**src/common/sfs_pkg.sv**
```systemverilog
// package: constants for the statistical frame sampler
package sfs_pkg;
	// geometry
	localparam int NUM_PORTS = 8;
	localparam int PORT_W = 3;
	localparam int ADDR_W = 8;
	localparam int RATE_W = 15;
	localparam int QUEUE_W = 3;
	localparam int SMPL_W = 8;
	localparam int FWD_W = 24;
	localparam int ID_W = 6;
	// register offsets
	localparam logic [7:0] OFF_GLOBAL = 8'h00;
	localparam logic [7:0] OFF_STICKY = 8'h04;
	localparam logic [7:0] OFF_STAT_MASK = 8'h08;
	localparam logic [7:0] OFF_IRQ_MASK = 8'h0C;
	localparam logic [1:0] PORT_REGION = 2'h1;
	// global register fields
	localparam int GBL_ENA_BIT = 0;
	localparam int GBL_ID_BIT = 1;
	localparam int GBL_QU_LSB = 4;
	// port control fields
	localparam int CTRL_RATE_LSB = 0;
	localparam int CTRL_DIR_LSB = 16;
	// stamp layout
	localparam int STAMP_ID_LSB = 26;
	localparam int STAMP_FWD_LSB = 8;
	localparam int STAMP_SMPL_LSB = 0;
	// event bits
	localparam int EV_CAND = 0;
	localparam int EV_SRC = 1;
	localparam int EV_DST = 2;
	// reset values and lfsr feedback taps
	localparam logic [31:0] RST_WORD = 32'h0000_0000;
	localparam logic [31:0] LFSR_SEED = 32'hACE1_2468;
	localparam logic [31:0] LFSR_TAPS = 32'h8020_0003;
	// frame direction
	typedef enum logic {
		SFS_DIR_RX = 1'b0,
		SFS_DIR_TX = 1'b1
	} sfs_dir_t;
endpackage : sfs_pkg

```
**src/hw/sfs_sampler.sv**
```systemverilog
// module: per-port statistical frame sampler with register port
// Contract
// - independent sampler, rate, direction, counters per port
// - sampled copy goes to selected CPU queue
// - rate is probability in 1/32768 steps
// - each candidate gets one independent random draw
// - direction bit 0 makes received frames candidates
// - direction bit 1 makes transmitted frames candidates
// - rx and tx share one rate, separately enabled
// - copy marked, check sequence replaced by stamp
// - stamp: id from 26, fwd from 8, samples 0
// - sample counter increments per sent copy
// - candidate counter increments per qualifying frame
// - sticky flags: candidate, source copy, destination copy
// - masked sticky events counted in port statistics
// - per-port count register readable by software
// - global setting puts port number in stamp
//
// Decided for this implementation: the register offsets and strobed register access.
module sfs_sampler (
	input wire logic ref_clk,
	input wire logic rst,
	input wire logic clk_en,
	// register port
	input wire logic [sfs_pkg::ADDR_W-1:0] reg_addr,
	input wire logic [31:0] reg_wdata,
	input wire logic reg_wr,
	input wire logic reg_rd,
	output logic [31:0] reg_rdata,
	output logic irq,
	// candidate frames from the pipeline
	input wire logic cand_valid,
	input wire logic [sfs_pkg::PORT_W-1:0] cand_port,
	input wire logic cand_dir,
	// sampled copy towards the cpu queue
	output logic copy_valid,
	output logic [sfs_pkg::QUEUE_W-1:0] copy_queue,
	output logic [sfs_pkg::PORT_W-1:0] copy_port,
	output logic copy_dir,
	output logic sampled_copy_marker,
	output logic [31:0] copy_stamp,
	// per-event count pulses to the port statistics block
	output logic [2:0] stat_count_pulse,
	output logic [sfs_pkg::PORT_W-1:0] stat_count_port
);

	// port index from a register address
	function automatic logic [sfs_pkg::PORT_W-1:0] addr_port(input logic [sfs_pkg::ADDR_W-1:0] a);
		addr_port = a[3+sfs_pkg::PORT_W-1:3];
	endfunction

	// true when address lands in the per-port region
	function automatic logic addr_in_ports(input logic [sfs_pkg::ADDR_W-1:0] a);
		addr_in_ports = (a[7:6] == sfs_pkg::PORT_REGION);
	endfunction

	// width of the identifier field in the stamp
	localparam int ID_W = sfs_pkg::ID_W;
	// global settings
	logic sampling_global_enable_q;
	logic stamp_id_include_enable_q;
	logic [sfs_pkg::QUEUE_W-1:0] sample_cpu_queue_select_q;
	// sticky flags and their masks
	logic [2:0] debug_event_flags_q;
	logic [2:0] stat_mask_q;
	logic [2:0] irq_mask_q;
	// per-port configuration and counters
	logic [sfs_pkg::RATE_W-1:0] sampling_probability_q [sfs_pkg::NUM_PORTS];
	logic [1:0] candidate_direction_select_q [sfs_pkg::NUM_PORTS];
	logic [sfs_pkg::SMPL_W-1:0] samples_sent_count_q [sfs_pkg::NUM_PORTS];
	logic [sfs_pkg::FWD_W-1:0] candidate_forward_count_q [sfs_pkg::NUM_PORTS];
	// random source
	logic [31:0] lfsr_q;
	// decode of the current candidate
	logic is_cand;
	logic is_hit;
	logic [sfs_pkg::SMPL_W-1:0] smpl_next;
	logic [sfs_pkg::FWD_W-1:0] fwd_next;
	logic [2:0] ev_now;
	logic wr_glb, wr_sticky, wr_smask, wr_imask, wr_ctrl;

	// register write decode
	always_comb begin
		wr_glb = clk_en && reg_wr && (reg_addr == sfs_pkg::OFF_GLOBAL);
		wr_sticky = clk_en && reg_wr && (reg_addr == sfs_pkg::OFF_STICKY);
		wr_smask = clk_en && reg_wr && (reg_addr == sfs_pkg::OFF_STAT_MASK);
		wr_imask = clk_en && reg_wr && (reg_addr == sfs_pkg::OFF_IRQ_MASK);
		wr_ctrl = clk_en && reg_wr && addr_in_ports(reg_addr) && !reg_addr[2] && (reg_addr[1:0] == 2'h0);
	end

	// candidate qualification and random draw
	always_comb begin
		is_cand = clk_en && cand_valid && sampling_global_enable_q
			&& candidate_direction_select_q[cand_port][cand_dir];
		is_hit = is_cand && (lfsr_q[sfs_pkg::RATE_W-1:0] < sampling_probability_q[cand_port]);
		smpl_next = samples_sent_count_q[cand_port] + 1'b1;
		fwd_next = candidate_forward_count_q[cand_port] + 1'b1;
		ev_now = 3'h0;
		ev_now[sfs_pkg::EV_CAND] = is_cand;
		ev_now[sfs_pkg::EV_SRC] = is_hit && (cand_dir == sfs_pkg::SFS_DIR_RX);
		ev_now[sfs_pkg::EV_DST] = is_hit && (cand_dir == sfs_pkg::SFS_DIR_TX);
	end

	// free-running lfsr, one new value every enabled cycle
	always_ff @(posedge ref_clk or posedge rst) begin
		if (rst) begin
			lfsr_q <= sfs_pkg::LFSR_SEED;
		end else if (clk_en) begin
			lfsr_q <= lfsr_q[0] ? ((lfsr_q >> 1) ^ sfs_pkg::LFSR_TAPS) : (lfsr_q >> 1);
		end
	end

	// global configuration register
	always_ff @(posedge ref_clk or posedge rst) begin
		if (rst) begin
			sampling_global_enable_q <= 1'b0;
			stamp_id_include_enable_q <= 1'b0;
			sample_cpu_queue_select_q <= '0;
		end else if (wr_glb) begin
			sampling_global_enable_q <= reg_wdata[sfs_pkg::GBL_ENA_BIT];
			stamp_id_include_enable_q <= reg_wdata[sfs_pkg::GBL_ID_BIT];
			sample_cpu_queue_select_q <= reg_wdata[sfs_pkg::GBL_QU_LSB +: sfs_pkg::QUEUE_W];
		end
	end

	// masks for statistics and interrupt
	always_ff @(posedge ref_clk or posedge rst) begin
		if (rst) begin
			stat_mask_q <= '0;
			irq_mask_q <= '0;
		end else begin
			if (wr_smask) begin
				stat_mask_q <= reg_wdata[2:0];
			end
			if (wr_imask) begin
				irq_mask_q <= reg_wdata[2:0];
			end
		end
	end

	// sticky debug flags, a new event beats a clear
	always_ff @(posedge ref_clk or posedge rst) begin
		if (rst) begin
			debug_event_flags_q <= '0;
		end else if (clk_en) begin
			debug_event_flags_q <= (debug_event_flags_q & ~(wr_sticky ? reg_wdata[2:0] : 3'h0)) | ev_now;
		end
	end

	// per-port control registers
	always_ff @(posedge ref_clk or posedge rst) begin
		if (rst) begin
			for (int p = 0; p < sfs_pkg::NUM_PORTS; p++) begin
				sampling_probability_q[p] <= '0;
				candidate_direction_select_q[p] <= '0;
			end
		end else if (wr_ctrl) begin
			sampling_probability_q[addr_port(reg_addr)] <= reg_wdata[sfs_pkg::CTRL_RATE_LSB +: sfs_pkg::RATE_W];
			candidate_direction_select_q[addr_port(reg_addr)] <= reg_wdata[sfs_pkg::CTRL_DIR_LSB +: 2];
		end
	end

	// per-port counters
	always_ff @(posedge ref_clk or posedge rst) begin
		if (rst) begin
			for (int p = 0; p < sfs_pkg::NUM_PORTS; p++) begin
				samples_sent_count_q[p] <= '0;
				candidate_forward_count_q[p] <= '0;
			end
		end else begin
			if (is_cand) begin
				candidate_forward_count_q[cand_port] <= fwd_next;
			end
			if (is_hit) begin
				samples_sent_count_q[cand_port] <= smpl_next;
			end
		end
	end

	// sampled copy output, one cycle after the candidate
	always_ff @(posedge ref_clk or posedge rst) begin
		if (rst) begin
			copy_valid <= 1'b0;
			copy_queue <= '0;
			copy_port <= '0;
			copy_dir <= 1'b0;
			sampled_copy_marker <= 1'b0;
			copy_stamp <= sfs_pkg::RST_WORD;
		end else if (clk_en) begin
			copy_valid <= is_hit;
			sampled_copy_marker <= is_hit;
			if (is_hit) begin
				copy_queue <= sample_cpu_queue_select_q;
				copy_port <= cand_port;
				copy_dir <= cand_dir;
				if (stamp_id_include_enable_q) begin
					copy_stamp <= {ID_W'(cand_port), fwd_next[sfs_pkg::STAMP_ID_LSB-sfs_pkg::STAMP_FWD_LSB-1:0],
						smpl_next};
				end else begin
					copy_stamp <= {fwd_next, smpl_next};
				end
			end
		end
	end

	// masked events to the statistics block
	always_ff @(posedge ref_clk or posedge rst) begin
		if (rst) begin
			stat_count_pulse <= '0;
			stat_count_port <= '0;
		end else if (clk_en) begin
			stat_count_pulse <= ev_now & stat_mask_q;
			stat_count_port <= cand_port;
		end
	end

	// register read, data one cycle after the strobe
	always_ff @(posedge ref_clk or posedge rst) begin
		if (rst) begin
			reg_rdata <= sfs_pkg::RST_WORD;
		end else if (clk_en) begin
			reg_rdata <= sfs_pkg::RST_WORD;
			if (reg_rd) begin
				if (reg_addr == sfs_pkg::OFF_GLOBAL) begin
					reg_rdata[sfs_pkg::GBL_ENA_BIT] <= sampling_global_enable_q;
					reg_rdata[sfs_pkg::GBL_ID_BIT] <= stamp_id_include_enable_q;
					reg_rdata[sfs_pkg::GBL_QU_LSB +: sfs_pkg::QUEUE_W] <= sample_cpu_queue_select_q;
				end else if (reg_addr == sfs_pkg::OFF_STICKY) begin
					reg_rdata[2:0] <= debug_event_flags_q;
				end else if (reg_addr == sfs_pkg::OFF_STAT_MASK) begin
					reg_rdata[2:0] <= stat_mask_q;
				end else if (reg_addr == sfs_pkg::OFF_IRQ_MASK) begin
					reg_rdata[2:0] <= irq_mask_q;
				end else if (addr_in_ports(reg_addr) && (reg_addr[1:0] == 2'h0)) begin
					if (reg_addr[2]) begin
						reg_rdata <= {candidate_forward_count_q[addr_port(reg_addr)],
							samples_sent_count_q[addr_port(reg_addr)]};
					end else begin
						reg_rdata[sfs_pkg::CTRL_RATE_LSB +: sfs_pkg::RATE_W] <=
							sampling_probability_q[addr_port(reg_addr)];
						reg_rdata[sfs_pkg::CTRL_DIR_LSB +: 2] <= candidate_direction_select_q[addr_port(reg_addr)];
					end
				end
			end
		end
	end

	// level interrupt from unmasked sticky flags
	always_comb begin
		irq = |(debug_event_flags_q & irq_mask_q);
	end
endmodule : sfs_sampler

```
**config.mk**
```make
export PLATFORM = sky130hd
export DESIGN_NAME = sfs_sampler
export DESIGN_NICKNAME = d
export VERILOG_FILES = /design/src/common/sfs_pkg.sv /design/src/hw/sfs_sampler.sv
export SDC_FILE = /design/constraint.sdc
export NUM_CORES = 1
export LEC_CHECK = 0
export BUFFER_PORTS_ARGS = -buffer_cell sky130_fd_sc_hd__clkbuf_2
export CELL_PAD_IN_SITES_DETAIL_PLACEMENT = 0
export CELL_PAD_IN_SITES_GLOBAL_PLACEMENT = 1
export CORE_MARGIN = 2
export CORE_UTILIZATION = 46
export CTS_CLUSTER_SIZE = 30
export DETAILED_ROUTE_END_ITERATION = 10
export GPL_ROUTABILITY_DRIVEN = 0
export PLACE_DENSITY = 0.75
export SETUP_SLACK_MARGIN = 0.2
export SLEW_MARGIN = 15
export SYNTH_ARGS = -nofsm -noshare
export SYNTH_HDL_FRONTEND = slang
export SYNTH_SLANG_ARGS = --single-unit
```
**constraint.sdc**
```tcl
create_clock -name ref_clk -period 13.7 [get_ports ref_clk]
set_input_delay 0.685 -clock ref_clk [delete_from_list [all_inputs] [get_ports ref_clk]]
set_output_delay 0.685 -clock ref_clk [all_outputs]
set_load 0.05 [all_outputs]
```
# Word-level counts from Yosys, hierarchy flattened

Index checks and enable logic that the tools add are counted.

Add/subtract/negate cells: 2
Order comparisons: 6
Eq/ne operators: 4
Muxes and demuxes: 57
Bitwise logic cells: 9
Reduce and logical (&&, ||, !) cells: 22

Operators by type and width:

| kind                                                 | number |
|---|---|
| bitwise mux 192 bit                                  | 1 |
| binary-select mux 24 bit (select 3 bit)              | 2 |
| 2-to-1 mux 32 bit                                    | 4 |
| bitwise mux 120 bit                                  | 1 |
| 2-to-1 mux 24 bit                                    | 5 |
| binary-select mux 15 bit (select 3 bit)              | 2 |
| 2-to-1 mux 15 bit                                    | 6 |
| 2-to-1 mux 29 bit                                    | 3 |
| demux 24 bit (select 3 bit)                          | 1 |
| bitwise mux 64 bit                                   | 1 |
| binary-select mux 8 bit (select 3 bit)               | 2 |
| demux 15 bit (select 3 bit)                          | 1 |
| 2-to-1 mux 8 bit                                     | 5 |
| 2-to-1 mux 25 bit                                    | 1 |
| adder 24 x 1 -> 24 bit (second input constant)       | 1 |
| demux 8 bit (select 3 bit)                           | 1 |
| logical AND 1 bit                                    | 17 |
| bitwise mux 16 bit                                   | 1 |
| equality test 8 x 4 -> 1 bit (second input constant) | 2 |
| 2-to-1 mux 2 bit                                     | 8 |
| < comparator 15 bit                                  | 1 |
| 2-to-1 mux 3 bit                                     | 5 |
| 2-to-1 mux 14 bit                                    | 1 |
| binary-select mux 2 bit (select 3 bit)               | 2 |
| other kinds (18)                                     | 26 |

Flip-flop bits (word level): 516
Input port bits: 50

# Logic depth before layout (Yosys ltp)

Word-level depth: 11
Depth in mapped cells: 21
Mapped depth without buffers: 12

# Worst setup path before layout

No wires, ideal clock.

Path kind: input port to flip-flop
Start: input port cand_port[2] in the netlist's numbering
End: register samples_sent_count_q[24] in the netlist's numbering
Arrival: 5.075 ns
Required time: 13.575 ns
Setup slack: 8.500 ns
Stages on the path: 18
Cell sequence: buf_6 buf_4 buf_4 buf_2 buf_2 buf_1 buf_1 mux2_2 a221oi_1 o22a_1 ha_1 a21o_1 a2111oi_0 o221ai_1 nor3_1 buf_2 nand2_1 mux2_2

Word-level cells in the longest chain between the ends: 8
Elaborated cells on any way between the ends: 22
Those cells by class: add/sub: 1; order compare: 3; mux: 14; bitwise: 1; reduce/logical: 3

RTL lines:

| what                                                        | RTL line           | source |
|---|---|---|
| start: declaration                                          | sfs_sampler.sv:33  | `input wire logic [sfs_pkg::PORT_W-1:0] cand_port,` |
| NOT 3 -> 4 bit (implied by the code) (*)                    | n/a                |  |
| branches (longest 7 deep; another with < comparator 15 bit) | n/a                |  |
| end signal: indexed assignment                              | sfs_sampler.sv:175 | `samples_sent_count_q[cand_port] <= smpl_next;` |
| end: declaration                                            | sfs_sampler.sv:70  | `logic [sfs_pkg::SMPL_W-1:0] samples_sent_count_q [sfs_pkg::NUM_PORTS];` |

Mark *: on every way between the ends. The select of a mux whose other input is x is not followed.
A chain may end at the register's enable or synchronous reset.

# Worst setup path in the final report

Start: input port cand_port[0] in the netlist's numbering
End: register samples_sent_count_q[47] in the netlist's numbering

The elaborated chain is that of the path after synthesis.

==> impl_metrics.sql <==
INSERT INTO impl_metrics (metric_group, metric, value, unit) VALUES
('run_status', 'outcome', 'complete, no violations', ''),
('floorplanning', 'die_w', '243.3', 'um'),
('worst_setup_path', 'crit_type', 'input pin to register', ''),
('synth', 'syn_nets', '2075', ''),
('clock_tree', 'numCtsBuffers', '55', ''),
('clock_tree', 'clk_path_buf_depth', '3', ''),
('clock_tree', 'clockRootBuffer', 'sky130_fd_sc_hd__clkbuf_16', ''),
('worst_setup_path', 'worstPathCellList', 'buf_4, buf_4, and3b_1, a222oi_1, o211ai_1, a21oi_1, ha_1, a2111oi_0, o221ai_1, nor3_2, buf_4, nand2_1, mux2_2', ''),
('sta', 'max_freq', '157.8', 'MHz'),
('synth', 'synth_top_flop_cell', 'sky130_fd_sc_hd__dfrtp_1', ''),
('synth', 'synth_area', '0.02633', 'mm^2'),
('place', 'io_buffer_count', '114', ''),
('clock_tree', 'clkTransAtPathRegs', '60', 'ps'),
('global_route', 'groute.usage.overall', '26.47', '%'),
('sta', 'final.min_clock_period', '6339', 'ps'),
('final_layout', 'nFillCells', '4769', ''),
('sta', 'report.final.slew_viol_count', '0', ''),
('global_route', 'grt_overflow', '0', ''),
('synth', 'synth.ff_latch_count', '516', ''),
('sta', 'fin_tns_setup', '0', 'ps'),
('global_route', 'first_pass_grt_wire_length', '118900', 'um'),
('clock_tree', 'cts_hold_buffers', '0', ''),
('synth', 'synth_sequential_area_ratio', '49.10', '%'),
('final_layout', 'multi_input_area', '0.01277', 'mm^2'),
('global_route', 'grt_util_met2', '41.46', '%'),
('worst_setup_path', 'critical_path_buf_inv_count', '3', ''),
('worst_setup_path', 'path_delay_family', 'simple AND/OR/NAND/NOR gates', ''),
('worst_setup_path', 'cp_slowest_cell', 'sky130_fd_sc_hd__and3b_1', ''),
('final_layout', 'finish.utilization', '52.32', '%'),
('drt', 'vias', '18410', ''),
('run', 'number_of_max_cap_violations', '0', ''),
('worst_setup_path', 'wp_data_required', '14190', 'ps'),
('synth', 'synth_area_per_cell', '13.11', 'um^2'),
('synth', 'synthesis.yosys.warnings', '0', ''),
('sta', 'rsz0062_at_grt', 'false', ''),
('power', 'worst_ir_drop_vdd', '0.00009619', 'V'),
('global_route', 'grt_antenna_before_repair', '1', ''),
('final_layout', 'final_net_count', '2134', ''),
('synth', 'postSynthCellCount', '2009', ''),
('drt', 'post_drt_antenna_nets', '0', ''),
('place', 'detailed_place_hpwl', '49640', 'um'),
('drt', 'wirelength', '78080', 'um'),
('sta', 'final.setup_skew', '23.01', 'ps'),
('floorplanning', 'fp.dieArea', '0.05918', 'mm^2'),
('min_path', 'min-delay-path-class', 'input pin to asynchronous set/reset pin', ''),
('sta', 'final-hold-violation-count', '0', ''),
('sta', 'timing_worst_slew_pin_value', '1385', 'ps'),
('drt', 'avgRoutedWirePerCell', '27.21', 'um'),
('worst_setup_path', 'cp_max_fo', '43', ''),
('clock_tree', 'cts-resized-gates', '0', ''),
('worst_setup_path', 'worst_path_largest_cell_delay', '1210', 'ps'),
('worst_setup_path', 'worst_setup_path_start_kind', 'input pin', ''),
('global_route', 'grt_pass1_vias', '18600', ''),
('global_route', 'maximum_number_of_pins_on_one_net_before_global_route_repair', '84', ''),
('global_route', 'groute.layer.met3.usage', '4.891', '%'),
('synth', 'synth_edf_count', '0', ''),
('worst_setup_path', 'timing.critical_path.arrival', '6830', 'ps'),
('clock_tree', 'cts-htree-levels', '2', ''),
('floorplanning', 'die-height', '243.3', 'um'),
('worst_setup_path', 'cell_repeated_most_along_the_worst_path', 'sky130_fd_sc_hd__buf_4', ''),
('floorplanning', 'pin_count', '130', ''),
('final_layout', 'syn2layout_area_growth', '12.24', '%'),
('drt', 'firstDrtPassIters', '6', ''),
('floorplanning', 'std_cell_rows', '87', ''),
('sta', 'setup_violation_total_in_the_final_timing_report', '0', ''),
('sta', 'slew_headroom', '7.655', '%'),
('sta', 'share_of_the_cycle_needed_by_the_critical_path_after_routing', '46.27', '%'),
('drt', 'drt-initial-drc-count', '1851', ''),
('final_layout', 'fraction_of_final_layout_cells_sized_beyond_drive_strength_1', '38.49', '%'),
('drt', 'via_per_inst', '6.415', ''),
('floorplanning', 'core', '0.05650', 'mm^2');
==> cell usage in the layout, fill, tap and decap left out, types with 9 or more instances in the layout <==
cell type                   Yosys  routed
sky130_fd_sc_hd__o2bb2ai_1     33      33
sky130_fd_sc_hd__a21oi_1       20      20
sky130_fd_sc_hd__clkbuf_2       0     109
sky130_fd_sc_hd__mux4_2       128     128
sky130_fd_sc_hd__clkbuf_16      0      55
sky130_fd_sc_hd__nor3_1        17      10
sky130_fd_sc_hd__nand2_1      221     221
sky130_fd_sc_hd__nand3_1       20      19
sky130_fd_sc_hd__a22o_1        10      10
sky130_fd_sc_hd__mux2_2       392     392
sky130_fd_sc_hd__a221oi_1      29      29
sky130_fd_sc_hd__o21ai_0       30      30
sky130_fd_sc_hd__dfrtp_1      503     503
sky130_fd_sc_hd__clkbuf_8       0      11
sky130_fd_sc_hd__clkbuf_1      98       9
sky130_fd_sc_hd__o22a_1        10      10
sky130_fd_sc_hd__and3_1        18      18
sky130_fd_sc_hd__o31ai_1       66      66
sky130_fd_sc_hd__dfstp_2       13      13
sky130_fd_sc_hd__clkinv_2       0      14
sky130_fd_sc_hd__buf_4          8      46
sky130_fd_sc_hd__inv_1         19      18
sky130_fd_sc_hd__xnor2_1       17      17
sky130_fd_sc_hd__ha_1          16      16
sky130_fd_sc_hd__mux2i_1       41      41
sky130_fd_sc_hd__nor2_1        31      31
sky130_fd_sc_hd__a31oi_1        9       9
sky130_fd_sc_hd__a22oi_1       57      57
==> registers in the layout, summed over array words and instances, names as in the netlist, 16 cells and up <==
signal / count
candidate_forward_count_q: 192
copy_stamp: 32
candidate_direction_select_q: 16
reg_rdata: 32
sampling_probability_q: 120
lfsr_q: 32
samples_sent_count_q: 64
==> synth_stat cells, drive strengths merged (6+ instances only) <==
library cell | n | area (um^2)
inv | 19 | 71.32
a22o | 10 | 87.58
nor3 | 20 | 115.1
and4 | 8 | 70.07
a31oi | 9 | 56.30
a22oi | 57 | 427.9
nand3 | 20 | 100.1
a21o | 6 | 45.04
mux2 | 392 | 4414
nand4 | 6 | 37.54
mux2i | 41 | 410.4
ha | 16 | 200.2
clkbuf | 98 | 367.9
xor2 | 6 | 52.55
o211ai | 7 | 52.55
a221o | 8 | 80.08
o21ai | 30 | 150.1
nand2 | 221 | 829.6
and2 | 7 | 43.79
o22a | 10 | 87.58
a21oi | 20 | 100.1
xnor2 | 17 | 148.9
and3 | 18 | 112.6
nor3b | 6 | 45.04
mux4 | 136 | 3093
o22ai | 7 | 43.79
buf | 56 | 289.0
dfrtp | 503 | 12590
a221oi | 29 | 254.0
o31ai | 66 | 495.5
or3 | 6 | 42.54
o2bb2ai | 33 | 289.0
nand3b | 6 | 45.04
dfstp | 13 | 341.6
nor4 | 12 | 126.4
nor2 | 31 | 116.4
==> routing by layer <==
layer / up-vias / part of all wire [%]
met5: - / 0
met4: 0 / 3.2
met3: 140 / 7.4
met2: 817 / 46
met1: 9650 / 43
li1: 7804 / -
==> final cells by class <==
type                    instances  area share (%)
well taps                     756           3.200
repair buffers                156           3.107
clock buffers                  75           5.283
inverters                      22          0.2921
multi-input cells            1317           43.19
clock inverters                26           1.164
diodes                          2         0.01693
flip-flops and latches        516           43.74
==> power breakdown <==
part | total (mW) | switching, mW | internal, mW
sequential | 1.65 | 0.0456 | 1.60
combinational | 0.312 | 0.188 | 0.124
clock | 1.58 | 0.634 | 0.946
total | 3.54 | 0.867 | 2.67
==> cells by family after synthesis <==
logic type	count (synthesis)	share of synthesized area, %
buffers and inverters	176	2.808
AO/OA/AOI/OAI	322	9.322
AND/OR/NAND/NOR	387	7.180
flip-flops	516	49.10
multiplexers	569	30.07
XOR/XNOR	23	0.7650
adder cells (fa/ha/maj)	16	0.7602
==> stage by stage <==
stage / setup slack (ps) / cells / power (mW) / area [um^2]
after floorplan: 6017 / 2009 / 1.879 / 26340
after global placement: 7150 / 2766 / 1.971 / 27610
after detailed placement: 6935 / 2766 / 1.985 / 27610
after CTS: 7567 / 2867 / 3.565 / 29520
after global routing: 7327 / 2869 / 3.671 / 29550
final: 7361 / 2870 / 3.539 / 29560
==> final timing paths <==
| path | endpoint | startpoint | cells after the start | slack [ps] |
|---|---|---|---|---|
| min | samples_sent_count_q[34] | rst | 2 | 270 |
| max in group asynchronous | sampling_probability_q[43] | rst | 6 | 10370 |
| min reg2reg | copy_stamp[2] | copy_stamp[2] | 2 | 470 |
| min in group ref_clk | debug_event_flags_q[1] | cand_dir | 2 | 340 |
| max reg2reg | samples_sent_count_q[47] | sampling_probability_q[65] | 11 | 9260 |
| max | samples_sent_count_q[47] | cand_port[0] | 13 | 7360 |
(Power assumes the default switching activity.)
